File: src/spd_cfg_params.svh
// constants of the speed-controller configuration bank: addresses, resets, ranges, timing
// assumes 16-bit holding-register addressing and a 50 MHz core clock
`ifndef SPD_CFG_PARAMS_SVH
`define SPD_CFG_PARAMS_SVH

// holding register addresses
`define HR_MIN_LEVEL 16'h000e
`define HR_OFF_ENABLE 16'h000f
`define HR_OFF_THRESHOLD 16'h0010
`define HR_START_TYPE 16'h0011
`define HR_START_DURATION 16'h0012
`define HR_REMOTE_FUNC 16'h0013
`define HR_ANALOGUE_FUNC 16'h0014
`define HR_RUN_TIMER 16'h0015
`define HR_RSVD_FIRST 16'h0016
`define HR_RSVD_LAST 16'h001e
`define HR_OVERRIDE_LEVEL 16'h001f

// reset values
`define RST_MIN_LEVEL 7'h1e
`define RST_OFF_ENABLE 1'h0
`define RST_OFF_THRESHOLD 7'h00
`define RST_START_TYPE 1'h1
`define RST_START_DURATION 6'h0a
`define RST_REMOTE_FUNC 1'h0
`define RST_ANALOGUE_FUNC 1'h0
`define RST_RUN_TIMER 8'h3c
`define RST_OVERRIDE_LEVEL 7'h00

// permitted write ranges
`define RNG_ZERO 16'h0000
`define RNG_BIT_HI 16'h0001
`define RNG_MIN_LO 16'h001e
`define RNG_MIN_HI 16'h0046
`define RNG_OFF_LOW_HI 16'h0028
`define RNG_OFF_HIGH_LO 16'h003c
`define RNG_OFF_HIGH_HI 16'h0064
`define RNG_DUR_HI 16'h003c
`define RNG_TMR_HI 16'h00c8
`define RNG_OVR_LO 16'h001e
`define RNG_OVR_HI 16'h0064

// mode selector value for bus control, threshold scale to input counts
`define MODE_BUS 1'h1
`define THR_COUNT_SCALE 10'h00a

// one second in ns, core clock period in ns
`define SECOND_NS 1000000000
`define CORE_CLK_NS 20

`endif

File: src/spd_cfg_pkg.sv
// types shared by the configuration bank and its start/timer sequencer
// assumes the constants header is included by each design file
package spd_cfg_pkg;
    // sequencer states, gray along idle-start-timed-hold
    typedef enum logic [1:0] {
        SEQ_IDLE = 2'b00,
        SEQ_START = 2'b01,
        SEQ_TIMED = 2'b11,
        SEQ_HOLD = 2'b10
    } seq_state_e;
    typedef logic [6:0] pct_t;
endpackage : spd_cfg_pkg

File: src/seq_if.sv
// settings and status passed between the register bank and the run sequencer
// assumes both ends sit on i_core_clk
`timescale 1ns/1ps
interface seq_if;
    logic [5:0] start_secs;
    logic [7:0] timer_secs;
    logic timer_en;
    logic run_req;
    logic start_active;
    logic run_active;
    logic timed_done;
    modport ctl (output start_secs, timer_secs, timer_en, run_req, input start_active, run_active, timed_done);
    modport seq (input start_secs, timer_secs, timer_en, run_req, output start_active, run_active, timed_done);
endinterface : seq_if

File: src/motor_speed_config_registers.sv
// configuration holding registers 14-31 of a motor speed controller
// assumes a decoded holding-register port, lower-bank mode bits on the same clock,
// front-panel switches and trimmers arriving asynchronously
`timescale 1ns/1ps
`include "spd_cfg_params.svh"
// Function
// - minimum level 30-70 percent, reset 30
// - always writable, effective only in bus mode
// - off-level enable 0/1, reset 0
// - off threshold ranges 0-40 and 60-100
// - ascending: 40 means 4.0 V / 8 mA
// - descending: upper span up to 10 V / 20 mA
// - start type soft 0, kick 1, reset 1
// - start duration 0-60 s, reset 10
// - remote function normal/timer, reset 0
// - analogue function normal/logic, reset 0
// - run timer 0-200 s, reset 60
// - timed run follows the start phase
// - timer needs bus mode and a function
// - override level 0 or 30-100, reset 0
// - mode 0 panel, 1 bus, reset panel
// - override enable only in bus mode
module motor_speed_config_registers import spd_cfg_pkg::*; #(
    parameter int SEC_CYCLES = `SECOND_NS / `CORE_CLK_NS
) (
    // clock and reset
    input wire logic i_core_clk,
    input wire logic i_sys_rst,
    // holding register port
    input wire logic i_wr_en,
    input wire logic i_rd_en,
    input wire logic [15:0] i_addr,
    input wire logic [15:0] i_wr_data,
    output logic [15:0] o_rd_data,
    output logic o_rd_valid,
    output logic o_addr_hit,
    // lower-bank settings, same clock
    input wire logic i_operating_mode,
    input wire logic i_override_enable,
    input wire logic i_ascending,
    // measured input and run request, same clock
    input wire logic [9:0] i_analog_counts,
    input wire logic i_run_req,
    // front panel, asynchronous
    input wire logic [6:0] i_panel_min_level,
    input wire logic i_panel_off_enable,
    input wire logic [6:0] i_panel_off_threshold,
    input wire logic i_panel_kick_start,
    // effective settings and status
    output logic [6:0] o_min_level,
    output logic o_off_enable,
    output logic [9:0] o_off_thr_counts,
    output logic o_off_state,
    output logic o_kick_start,
    output logic o_override_active,
    output logic [6:0] o_override_level,
    output logic o_start_active,
    output logic o_run_active,
    output logic o_timed_done
);
    // stored settings
    pct_t min_level_r, min_level_nxt;
    logic off_en_r, off_en_nxt;
    pct_t off_thr_r, off_thr_nxt;
    logic kick_r, kick_nxt;
    logic [5:0] dur_r, dur_nxt;
    logic remote_r, remote_nxt;
    logic analog_r, analog_nxt;
    logic [7:0] tmr_r, tmr_nxt;
    pct_t ovr_r, ovr_nxt;
    // range verdicts on the write data
    logic ok_min, ok_bit, ok_thr_lo, ok_thr_hi, ok_dur, ok_tmr, ok_ovr;
    // panel synchroniser
    logic [15:0] pin_cat, sync1_r, sync2_r;
    pct_t pin_min, pin_thr;
    logic pin_off_en, pin_kick;
    // read port
    logic [15:0] rd_data_nxt;
    logic rd_valid_nxt, hit_nxt;
    // effective outputs
    pct_t min_out_nxt, ovr_out_nxt, thr_eff;
    logic off_en_out_nxt, kick_out_nxt, ovr_act_nxt, off_state_nxt;
    logic [9:0] thr_counts_nxt;
    logic bus_mode;

    seq_if sq ();

    run_sequencer #(.SEC_CYCLES(SEC_CYCLES)) u_seq (
        .i_core_clk(i_core_clk),
        .i_sys_rst(i_sys_rst),
        .sq(sq)
    );

    // range checkers, one per distinct range
    value_range_check #(.LO(`RNG_MIN_LO), .HI(`RNG_MIN_HI)) u_rng_min (.i_value(i_wr_data), .o_ok(ok_min));
    value_range_check #(.LO(`RNG_ZERO), .HI(`RNG_BIT_HI)) u_rng_bit (.i_value(i_wr_data), .o_ok(ok_bit));
    value_range_check #(.LO(`RNG_ZERO), .HI(`RNG_OFF_LOW_HI)) u_rng_tlo (.i_value(i_wr_data), .o_ok(ok_thr_lo));
    value_range_check #(.LO(`RNG_OFF_HIGH_LO), .HI(`RNG_OFF_HIGH_HI)) u_rng_thi (.i_value(i_wr_data), .o_ok(ok_thr_hi));
    value_range_check #(.LO(`RNG_ZERO), .HI(`RNG_DUR_HI)) u_rng_dur (.i_value(i_wr_data), .o_ok(ok_dur));
    value_range_check #(.LO(`RNG_ZERO), .HI(`RNG_TMR_HI)) u_rng_tmr (.i_value(i_wr_data), .o_ok(ok_tmr));
    value_range_check #(.LO(`RNG_OVR_LO), .HI(`RNG_OVR_HI)) u_rng_ovr (.i_value(i_wr_data), .o_ok(ok_ovr));

    // panel pins: two flops before any logic looks at them
    always_comb begin
        pin_cat = {i_panel_kick_start, i_panel_off_enable, i_panel_off_threshold, i_panel_min_level};
    end

    always_ff @(posedge i_core_clk) begin
        if (i_sys_rst) begin
            sync1_r <= 16'h0000;
            sync2_r <= 16'h0000;
        end else begin
            sync1_r <= pin_cat;
            sync2_r <= sync1_r;
        end
    end

    assign pin_min = sync2_r[6:0];
    assign pin_thr = sync2_r[13:7];
    assign pin_off_en = sync2_r[14];
    assign pin_kick = sync2_r[15];

    assign bus_mode = (i_operating_mode == `MODE_BUS);

    // register writes: accepted in any mode, bad values dropped silently
    always_comb begin
        min_level_nxt = min_level_r;
        off_en_nxt = off_en_r;
        off_thr_nxt = off_thr_r;
        kick_nxt = kick_r;
        dur_nxt = dur_r;
        remote_nxt = remote_r;
        analog_nxt = analog_r;
        tmr_nxt = tmr_r;
        ovr_nxt = ovr_r;
        if (i_wr_en) begin
            case (i_addr)
                `HR_MIN_LEVEL: begin
                    if (ok_min) begin
                        min_level_nxt = i_wr_data[6:0];
                    end
                end
                `HR_OFF_ENABLE: begin
                    if (ok_bit) begin
                        off_en_nxt = i_wr_data[0];
                    end
                end
                `HR_OFF_THRESHOLD: begin
                    if (ok_thr_lo || ok_thr_hi) begin
                        off_thr_nxt = i_wr_data[6:0];
                    end
                end
                `HR_START_TYPE: begin
                    if (ok_bit) begin
                        kick_nxt = i_wr_data[0];
                    end
                end
                `HR_START_DURATION: begin
                    if (ok_dur) begin
                        dur_nxt = i_wr_data[5:0];
                    end
                end
                `HR_REMOTE_FUNC: begin
                    if (ok_bit) begin
                        remote_nxt = i_wr_data[0];
                    end
                end
                `HR_ANALOGUE_FUNC: begin
                    if (ok_bit) begin
                        analog_nxt = i_wr_data[0];
                    end
                end
                `HR_RUN_TIMER: begin
                    if (ok_tmr) begin
                        tmr_nxt = i_wr_data[7:0];
                    end
                end
                `HR_OVERRIDE_LEVEL: begin
                    if (ok_ovr || (i_wr_data == `RNG_ZERO)) begin
                        ovr_nxt = i_wr_data[6:0];
                    end
                end
                default: begin
                    min_level_nxt = min_level_r;
                end
            endcase
        end
    end

    // stored values only change via checked writes
    always_ff @(posedge i_core_clk) begin
        if (i_sys_rst) begin
            min_level_r <= `RST_MIN_LEVEL;
            off_en_r <= `RST_OFF_ENABLE;
            off_thr_r <= `RST_OFF_THRESHOLD;
            kick_r <= `RST_START_TYPE;
            dur_r <= `RST_START_DURATION;
            remote_r <= `RST_REMOTE_FUNC;
            analog_r <= `RST_ANALOGUE_FUNC;
            tmr_r <= `RST_RUN_TIMER;
            ovr_r <= `RST_OVERRIDE_LEVEL;
        end else begin
            min_level_r <= min_level_nxt;
            off_en_r <= off_en_nxt;
            off_thr_r <= off_thr_nxt;
            kick_r <= kick_nxt;
            dur_r <= dur_nxt;
            remote_r <= remote_nxt;
            analog_r <= analog_nxt;
            tmr_r <= tmr_nxt;
            ovr_r <= ovr_nxt;
        end
    end

    // read mux; stored values always read back, whatever the mode
    always_comb begin
        rd_data_nxt = 16'h0000;
        rd_valid_nxt = i_rd_en;
        hit_nxt = (i_rd_en || i_wr_en) && (i_addr >= `HR_MIN_LEVEL) && (i_addr <= `HR_OVERRIDE_LEVEL);
        if (i_rd_en) begin
            case (i_addr)
                `HR_MIN_LEVEL: rd_data_nxt = {9'h000, min_level_r};
                `HR_OFF_ENABLE: rd_data_nxt = {15'h0000, off_en_r};
                `HR_OFF_THRESHOLD: rd_data_nxt = {9'h000, off_thr_r};
                `HR_START_TYPE: rd_data_nxt = {15'h0000, kick_r};
                `HR_START_DURATION: rd_data_nxt = {10'h000, dur_r};
                `HR_REMOTE_FUNC: rd_data_nxt = {15'h0000, remote_r};
                `HR_ANALOGUE_FUNC: rd_data_nxt = {15'h0000, analog_r};
                `HR_RUN_TIMER: rd_data_nxt = {8'h00, tmr_r};
                `HR_OVERRIDE_LEVEL: rd_data_nxt = {9'h000, ovr_r};
                default: rd_data_nxt = 16'h0000;
            endcase
        end
    end

    always_ff @(posedge i_core_clk) begin
        if (i_sys_rst) begin
            o_rd_data <= 16'h0000;
            o_rd_valid <= 1'b0;
            o_addr_hit <= 1'b0;
        end else begin
            o_rd_data <= rd_data_nxt;
            o_rd_valid <= rd_valid_nxt;
            o_addr_hit <= hit_nxt;
        end
    end

    // effective settings: bus values in bus mode, panel values otherwise
    always_comb begin
        // registers steer only in bus mode
        min_out_nxt = bus_mode ? min_level_r : pin_min;
        off_en_out_nxt = bus_mode ? off_en_r : pin_off_en;
        thr_eff = bus_mode ? off_thr_r : pin_thr;
        kick_out_nxt = bus_mode ? kick_r : pin_kick;
        // one step is 10 counts, 40 maps to 4.0 V / 8 mA
        // both input types span 1000 counts, so the type needs no separate scale
        thr_counts_nxt = {3'h0, thr_eff} * `THR_COUNT_SCALE;
        // descending: output off above the threshold instead of below
        if (i_ascending) begin
            off_state_nxt = off_en_out_nxt && (i_analog_counts < thr_counts_nxt);
        end else begin
            off_state_nxt = off_en_out_nxt && (i_analog_counts > thr_counts_nxt);
        end
        // override needs bus mode as well
        ovr_act_nxt = bus_mode && i_override_enable;
        // override level only while override enabled
        ovr_out_nxt = ovr_act_nxt ? ovr_r : 7'h00;
    end

    always_ff @(posedge i_core_clk) begin
        if (i_sys_rst) begin
            o_min_level <= `RST_MIN_LEVEL;
            o_off_enable <= 1'b0;
            o_off_thr_counts <= 10'h000;
            o_off_state <= 1'b0;
            o_kick_start <= `RST_START_TYPE;
            o_override_active <= 1'b0;
            o_override_level <= 7'h00;
        end else begin
            o_min_level <= min_out_nxt;
            o_off_enable <= off_en_out_nxt;
            o_off_thr_counts <= thr_counts_nxt;
            o_off_state <= off_state_nxt;
            o_kick_start <= kick_out_nxt;
            o_override_active <= ovr_act_nxt;
            o_override_level <= ovr_out_nxt;
        end
    end

    // sequencer settings; panel mode has no duration setting, so the default holds
    assign sq.start_secs = bus_mode ? dur_r : `RST_START_DURATION;
    assign sq.timer_secs = tmr_r;
    // timer gated by mode and functions
    assign sq.timer_en = bus_mode && (remote_r || analog_r);
    assign sq.run_req = i_run_req;
    // status flops live in the sequencer
    assign o_start_active = sq.start_active;
    assign o_run_active = sq.run_active;
    assign o_timed_done = sq.timed_done;
endmodule : motor_speed_config_registers

File: src/value_range_check.sv
// checks one written value against an inclusive range
// assumes bounds given as 16-bit parameters
`timescale 1ns/1ps
module value_range_check #(
    parameter logic [15:0] LO = 16'h0000,
    parameter logic [15:0] HI = 16'h0001
) (
    // value under test
    input wire logic [15:0] i_value,
    // verdict
    output logic o_ok
);
    // purely combinational, a write commits on the same edge
    assign o_ok = (i_value >= LO) && (i_value <= HI);
endmodule : value_range_check

File: src/run_sequencer.sv
// start ramp / kick interval followed by the optional timed run
// assumes a same-clock run request level and settings from the bank
`timescale 1ns/1ps
`include "spd_cfg_params.svh"
module run_sequencer import spd_cfg_pkg::*; #(
    parameter int SEC_CYCLES = `SECOND_NS / `CORE_CLK_NS
) (
    // clock and reset
    input wire logic i_core_clk,
    input wire logic i_sys_rst,
    // settings in, status out
    seq_if.seq sq
);
    seq_state_e state_r, state_nxt;
    logic [25:0] cyc_r, cyc_nxt;
    logic [7:0] secs_r, secs_nxt;
    logic start_r, start_nxt, run_r, run_nxt, done_r, done_nxt;
    logic tick;

    // one-second tick, restarted at each phase entry
    assign tick = (cyc_r == 26'(SEC_CYCLES - 1));

    // next state; dropping the request aborts from any state
    always_comb begin
        state_nxt = state_r;
        cyc_nxt = tick ? 26'h0000000 : cyc_r + 26'h0000001;
        secs_nxt = tick ? secs_r + 8'h01 : secs_r;
        case (state_r)
            SEQ_IDLE: begin
                cyc_nxt = 26'h0000000;
                secs_nxt = 8'h00;
                if (sq.run_req) begin
                    state_nxt = SEQ_START;
                end
            end
            SEQ_START: begin
                if (secs_r >= {2'h0, sq.start_secs}) begin
                    state_nxt = sq.timer_en ? SEQ_TIMED : SEQ_HOLD;
                    cyc_nxt = 26'h0000000;
                    secs_nxt = 8'h00;
                end
            end
            // losing the enable ends the timed run
            SEQ_TIMED: begin
                if (!sq.timer_en || (secs_r >= sq.timer_secs)) begin
                    state_nxt = SEQ_HOLD;
                end
            end
            SEQ_HOLD: begin
                cyc_nxt = 26'h0000000;
            end
            default: begin
                state_nxt = SEQ_IDLE;
            end
        endcase
        if (!sq.run_req) begin
            state_nxt = SEQ_IDLE;
        end
        start_nxt = (state_nxt == SEQ_START);
        done_nxt = (state_nxt == SEQ_HOLD) && sq.timer_en;
        run_nxt = (state_nxt == SEQ_START) || (state_nxt == SEQ_TIMED) || ((state_nxt == SEQ_HOLD) && !sq.timer_en);
    end

    always_ff @(posedge i_core_clk) begin
        if (i_sys_rst) begin
            state_r <= SEQ_IDLE;
            cyc_r <= 26'h0000000;
            secs_r <= 8'h00;
            start_r <= 1'b0;
            run_r <= 1'b0;
            done_r <= 1'b0;
        end else begin
            state_r <= state_nxt;
            cyc_r <= cyc_nxt;
            secs_r <= secs_nxt;
            start_r <= start_nxt;
            run_r <= run_nxt;
            done_r <= done_nxt;
        end
    end

    assign sq.start_active = start_r;
    assign sq.run_active = run_r;
    assign sq.timed_done = done_r;
endmodule : run_sequencer

File: config.mk
export PLATFORM = sky130hd
export DESIGN_NAME = motor_speed_config_registers
export DESIGN_NICKNAME = d
export VERILOG_FILES = /design/src/spd_cfg_pkg.sv /design/src/seq_if.sv /design/src/motor_speed_config_registers.sv /design/src/value_range_check.sv /design/src/run_sequencer.sv
export VERILOG_INCLUDE_DIRS = /design/src
export SDC_FILE = /design/constraint.sdc
export NUM_CORES = 1
export LEC_CHECK = 0
export BUFFER_PORTS_ARGS = -buffer_cell sky130_fd_sc_hd__buf_2
export CORE_MARGIN = 3
export CORE_UTILIZATION = 58
export CTS_BUF_LIST = sky130_fd_sc_hd__clkbuf_8
export CTS_CLUSTER_DIAMETER = 60
export DETAILED_ROUTE_END_ITERATION = 10
export GPL_ROUTABILITY_DRIVEN = 0
export PLACE_DENSITY = 0.82
export SLEW_MARGIN = 0
export SYNTH_ARGS = -nofsm -noshare
export SYNTH_HDL_FRONTEND = slang
export SYNTH_SLANG_ARGS = --single-unit
File: constraint.sdc
create_clock -name i_core_clk -period 6.7 [get_ports i_core_clk]
set_input_delay 1.675 -clock i_core_clk [delete_from_list [all_inputs] [get_ports i_core_clk]]
set_output_delay 1.675 -clock i_core_clk [all_outputs]
set_load 0.02 [all_outputs]
Yosys cells after proc, flatten, opt, wreduce, memory -nomap -nowiden
Cells that the tools add are included.
{"block": "totals", "regBits": 156, "inputBits": 66, "elab_cells": 119}
{"block": "classes", "addsub": 2, "mul": 1, "magnitude_cmp": 15, "n_eq_ne": 16, "muxes": 18, "n_bitwise": 2, "n_reduce_logical": 37}
{"op": "$eq A16 B5 Y1 const B", "n": 7}
{"op": "$pmux W8 S9", "n": 1}
{"op": "$mux W26", "n": 2}
{"op": "$pmux W26 S2", "n": 1}
{"op": "$eq A16 B4 Y1 const B", "n": 2}
{"op": "$le A16 B6 Y1 const B", "n": 2}
{"op": "$le A16 B7 Y1 const B", "n": 2}
{"op": "$reduce_and A3 Y1", "n": 9}
{"op": "$add A26 B1 Y26 const B", "n": 1}
{"op": "$eq A26 B26 Y1 const B", "n": 1}
{"op": "$ge A16 B1 Y1 const B", "n": 1}
{"op": "$ge A16 B4 Y1 const B", "n": 1}
{"op": "$ge A16 B5 Y1 const B", "n": 1}
{"op": "$ge A16 B6 Y1 const B", "n": 1}
{"op": "$le A16 B1 Y1 const B", "n": 1}
{"op": "$le A16 B5 Y1 const B", "n": 1}
{"op": "$le A16 B8 Y1 const B", "n": 1}
{"op": "$logic_not A16 Y1", "n": 1}
{"op": "$mux W8", "n": 2}
{"op": "$pmux W8 S2", "n": 1}
{"op": "$logic_and A1 B1 Y1", "n": 15}
{"op": "$mux W7", "n": 2}
{"op": "$gt A10 B10 Y1", "n": 1}
{"op": "$lt A10 B10 Y1", "n": 1}
{"op": "15 further kinds", "n": 33}

Depth between registers and ports, before layout
{"block": "logic_depth", "word_depth": 10, "ltp_mapped": 16}

By module
Synthesis repeated with hierarchy kept, for this count alone.
{"block": "unflattened", "hier_cells": 752, "hier_area_um2": 7028.0}
{"module": "motor_speed_config_registers", "instances": 1, "cells_per_inst": 442, "area_per_inst_um2": 4486.8}
{"module": "run_sequencer", "instances": 1, "cells_per_inst": 255, "area_per_inst_um2": 2170.8}
{"module": "value_range_check at u_rng_min", "instances": 1, "cells_per_inst": 10, "area_per_inst_um2": 75.1}
{"module": "value_range_check at u_rng_ovr", "instances": 1, "cells_per_inst": 11, "area_per_inst_um2": 66.3}
{"module": "value_range_check at u_rng_thi", "instances": 1, "cells_per_inst": 9, "area_per_inst_um2": 56.3}
{"module": "value_range_check at u_rng_dur", "instances": 1, "cells_per_inst": 8, "area_per_inst_um2": 51.3}
{"module": "value_range_check at u_rng_tlo", "instances": 1, "cells_per_inst": 6, "area_per_inst_um2": 47.5}
{"module": "value_range_check at u_rng_tmr", "instances": 1, "cells_per_inst": 6, "area_per_inst_um2": 41.3}
{"module": "value_range_check at u_rng_bit", "instances": 1, "cells_per_inst": 5, "area_per_inst_um2": 32.5}

Worst setup path after synthesis
No wires, ideal clock.
{"block": "synth_path", "kind": "input to register", "from": "input port i_operating_mode", "to": "register o_off_state", "setup_time_ns": 0.132, "t_arrival_ns": 5.136, "required_time_ns": 6.568, "path_slack_ns": 1.432, "path_stages": 15, "path_cell_list": "clkbuf_1 > clkbuf_1 > mux2_2 > ha_1 > ha_1 > a21o_1 > a21o_1 > a2111o_1 > o211ai_1 > ha_1 > a21oi_1 > o21ai_0 > a211oi_1 > mux2i_1 > nor3_1"}
{"block": "synth_between", "elab_chain_len": 5, "elab_cells_between_ends": 8, "cone_classes": "1 x mul; 2 x order compare; 3 x mux; 2 x reduce/logical"}
{"item": "from (decl)", "line": "motor_speed_config_registers.sv:38", "rtl": "input wire logic i_operating_mode,"}
{"item": "$mux W7", "line": "motor_speed_config_registers.sv:253", "rtl": "thr_eff = bus_mode ? off_thr_r : pin_thr;"}
{"item": "$mul A7 B3 Y9 (no line)"}
{"item": "$gt A10 B10 Y1 or $lt A10 B10 Y1 (tied branches)", "line": "motor_speed_config_registers.sv:262, motor_speed_config_registers.sv:260"}
{"item": "$logic_and A1 B1 Y1 (on tied branches)", "line": "motor_speed_config_registers.sv:262, motor_speed_config_registers.sv:260"}
{"item": "$mux W1 (*)", "line": "motor_speed_config_registers.sv:259", "rtl": "if (i_ascending) begin"}
{"item": "to (signal assigned)", "line": "motor_speed_config_registers.sv:283", "rtl": "o_off_state <= off_state_nxt;"}
{"item": "to (decl)", "line": "motor_speed_config_registers.sv:53", "rtl": "output logic o_off_state,"}
Every way passes the cells marked *; elsewhere a longest branch is shown, timed or not.
A chain may end at the register's enable or synchronous reset.

Worst setup path after layout
Ends and elaborated chain as after synthesis.

==> implementation parameters <==
Parameter                              Value

Run status
  Status    finished clean

Detailed routing
  Number of vias per cell after detailed routing    5.78
  Post-route DRC violation count    0
  Number of detailed-route iterations in the first pass    5
  Remaining number of nets flagged by the antenna check after routing    0
  Routed Wire Length    16300 um
  Vias    5616
  Starting DRT DRC Count    486
  Routed length per instance    16.7 um

Floorplanning
  Initial core utilization    0.597
  Cell row count    39
  Die W    115 um
  Number of top-level pins    115
  Die Height    115 um
  Die Outline Area    13100 sq um
  Core outline area    11500 sq um

Final layout
  Number of cells in the finished layout apart from fillers    972
  Fraction of final layout cells with drive strength greater than 1    0.194
  Fillers    894
  Final standard cell utilization of the core    0.677
  Final net count    919
  Sequential standard cell area    2940 sq um
  Layout area overhead    13.4%
  Post-route cell area    7760 sq um
  Number of diodes added for antenna fixing    0
  Area of the multi-input gates    3630 sq um

Critical path
  Most common cell type on the critical path    ha_1
  Critical path arrival    5.30 ns
  Crit path max fanout    29
  Worst Setup End Kind    flop
  Largest stage delay, worst path    0.47 ns
  Critical Setup Path Class    in -> reg
  Critical path cell sequence    buf_2 -> mux2_2 -> ha_1 -> ha_1 -> a21o_1 -> a21o_1 -> a2111o_1 -> o211ai_1 -> ha_1 -> a21oi_1 -> o21ai_0 -> a211oi_1 -> mux2i_1 -> nor3_1
  Kind of start point of the critical path    input pin
  Crit path max-delay cell type    buf_2
  Required time reported for the critical path endpoint    7.01 ns

STA
  RSZ-0062 raised after global routing    no
  Final Max Slew Viols    0
  Shortest clock period the worst path allows after layout    4.99 ns
  Upper clock frequency limit    200 MHz
  Final-report setup violation count    0
  Number of hold violations in the final report    0
  Total negative slack for setup checks    0 ns
  Final worst-path setup slack    1.71 ns
  Relative max-transition margin    0.311
  Final Hold Slack    0.439 ns
  Final cycle utilization of the critical path    0.745
  Measured slew at the worst slew-check pin    1.03 ns
  Worst Clk Skew    0.0104 ns

Synthesis
  EDFF count, synth    0
  Sequential element share of the synthesized area    0.430
  Post-synthesis cell area    6850 sq um
  Syn_area_per_cell    9.38 sq um
  Netlist cell types    62
  Async S/R FF share, synth    0
  Most used flip-flop cell after synthesis    dfxtp_1
  Warning count from the yosys run    0
  Synthesized instance count    730
  #FFs+latches synth    147

Power and ir drop
  Cell Int Power    1.25 mW
  Pwr Total    1.68 mW
  PwrDens    217 nW/um^2
  Worst IR drop on VDD    0.194 mV
  Total leakage power    3.29 nW
  Clock network power share    0.401
  Psw    0.429 mW
  Comb power frac    0.070
  Switching power as a share of total power    0.255
  Sequential share of power    0.530

Global route
  Maximum number of pins on one net before global-route repair    112
  Overall routing resource usage    0.254
  Antenna violations before repair    0
  Overall overflow remaining after global route    0
  Wire length of the first global-routing pass    26500 um
  Via count of the first global-routing pass    5582

CTS
  Hold_buf cts    0
  Insertion delay of the later-clocked pin in the worst-skew pair    0.46 ns
  TritonCTS clock tree    done
  Number of levels in the clock H-tree    4
  Clk slew on worst S/H paths    0.08 ns
  Clock sink count    147
  Clock root buffer    clkbuf_8
  Total clock buffers created by CTS    17
  Number of buffers inserted to repair setup after CTS    0
  Number of gates resized after CTS    0
  Buffers from clock root to sink, at most    2

Flow run
  Total of max-cap violations    0

Placed design
  Instance area after placement    7380 sq um
  Placed Cells    941
  Detail Placement HPWL    11800 um
  Minimum setup slack after placement    1.26 ns
  Number of port buffers    105

Min path
  Worst min-delay path category    reg -> reg
## cells by family after synthesis
logic type               count (synthesis)  share of synthesized area
AND/OR/NAND/NOR                        307                      0.255
XOR/XNOR                                33                     0.0422
multiplexers                            53                     0.0788
buffers and inverters                   68                     0.0448
adder cells (fa/ha/maj)                 36                     0.0669
AO/OA/AOI/OAI                           85                     0.0823
flip-flops                             147                      0.430
other                                    1                   0.000548
## routing by layer
layer | GRT usage | vias up | routed length, um
li1 | - | 2703 | -
met1 | 0.312 | 2638 | 6720
met2 | 0.422 | 232 | 7910
met3 | 0.0629 | 43 | 1190
met4 | 0.113 | 0 | 461
met5 | 0 | - | 0
## layout make-up
type / instances / share of cell area
Inverter: 20 / 0.00967
Tap cell: 143 / 0.0231
Clock buffer: 19 / 0.0337
Sequential cell: 147 / 0.379
Clock inverter: 12 / 0.0158
Multi-Input combinational cell: 523 / 0.468
Timing Repair Buffer: 108 / 0.0706
## cell usage after synthesis (2+ instances only)
master / n / area [sq um]
and2_1: 14 / 87.6
xor2_1: 23 / 201
o21ai_1: 3 / 15.0
nand4_1: 15 / 93.8
o32ai_1: 2 / 17.5
or3_1: 2 / 12.5
nand3b_1: 8 / 60.1
buf_2: 5 / 25.0
buf_1: 2 / 7.51
a211o_1: 5 / 43.8
a31oi_1: 3 / 18.8
ha_1: 35 / 438
a41oi_1: 2 / 17.5
nand2b_1: 37 / 231
dfxtp_1: 147 / 2940
clkbuf_1: 29 / 109
o211ai_1: 2 / 15.0
a211oi_1: 3 / 22.5
a22oi_1: 6 / 45.0
o31ai_1: 3 / 22.5
nor2b_1: 43 / 269
mux2_2: 7 / 78.8
o21ai_0: 8 / 40.0
a21oi_1: 29 / 145
and4_1: 7 / 61.3
nor4_2: 5 / 62.6
mux2i_1: 46 / 460
nor2_1: 63 / 236
nand3_1: 23 / 115
and3_1: 6 / 37.5
nand2_1: 27 / 101
inv_1: 20 / 75.1
buf_4: 12 / 90.1
a21o_1: 6 / 45.0
nor4_1: 4 / 25.0
nor3_1: 41 / 205
o21a_1: 3 / 22.5
xnor2_1: 10 / 87.6
## layout by cell type (no fill, tap or decap), types with 4 or more instances in the layout
master,instances
nand4_1,15
conb_1,9
nor2b_1,43
buf_2,105
a21oi_1,29
nand3_1,23
xnor2_1,10
o21ai_0,8
clkbuf_8,19
nor2_1,63
a21o_1,6
inv_6,5
mux2i_1,46
ha_1,35
nand3b_1,8
inv_1,20
mux2_2,7
nand2b_1,37
a211o_1,5
nor4_1,4
nand2_1,27
nor4_2,5
dfxtp_1,147
xor2_1,23
and4_1,7
a22oi_1,6
and2_1,14
and3_1,6
nor3_1,41
## state kept, by name, summed over array words and instances (netlist names), 2 cells and up
name / count
dur_r: 6
min_level_r: 7
o_min_level: 7
o_off_thr_counts: 9
o_override_level: 7
o_rd_data: 8
off_thr_r: 7
ovr_r: 7
sq.timer_secs: 8
sync1_r: 16
sync2_r: 16
u_seq.cyc_r: 26
u_seq.secs_r: 8
u_seq.state_r: 2
## final timing paths
| kind | startpoint | end | slack [ns] | cells after the start |
|---|---|---|---|---|
| worst min register to register | sync1_r[3]$_SDFF_PP0_ | sync2_r[3]$_SDFF_PP0_ | 0.44 | 1 |
| worst min-delay path | sync1_r[3]$_SDFF_PP0_ | sync2_r[3]$_SDFF_PP0_ | 0.44 | 1 |
| worst max register to register | off_thr_r[2]$_SDFFE_PP0P_ | o_off_state$_SDFF_PP0_ | 3.20 | 13 |
| worst max-delay path | i_operating_mode | o_off_state$_SDFF_PP0_ | 1.71 | 14 |
## critical path: cells and delay by family
family | cells | cell delay (ns)
compound gates | 7 | 1.44
fa+ha+maj | 3 | 0.98
mux | 2 | 0.66
buf+inv | 1 | 0.47
simple gates | 1 | 0.06
## power groups by stage
stage          sequential (mW)  combinational (mW)  clock, mW
2_1_floorplan            0.917              0.0724          0
3_3_place_gp             0.911               0.111          0
3_5_place_dp             0.911               0.115          0
4_1_cts                  0.891               0.116      0.686
5_1_grt                  0.892               0.128      0.724
6_report                 0.891               0.117      0.674
Note: power is estimated with default switching activity, not from simulation.
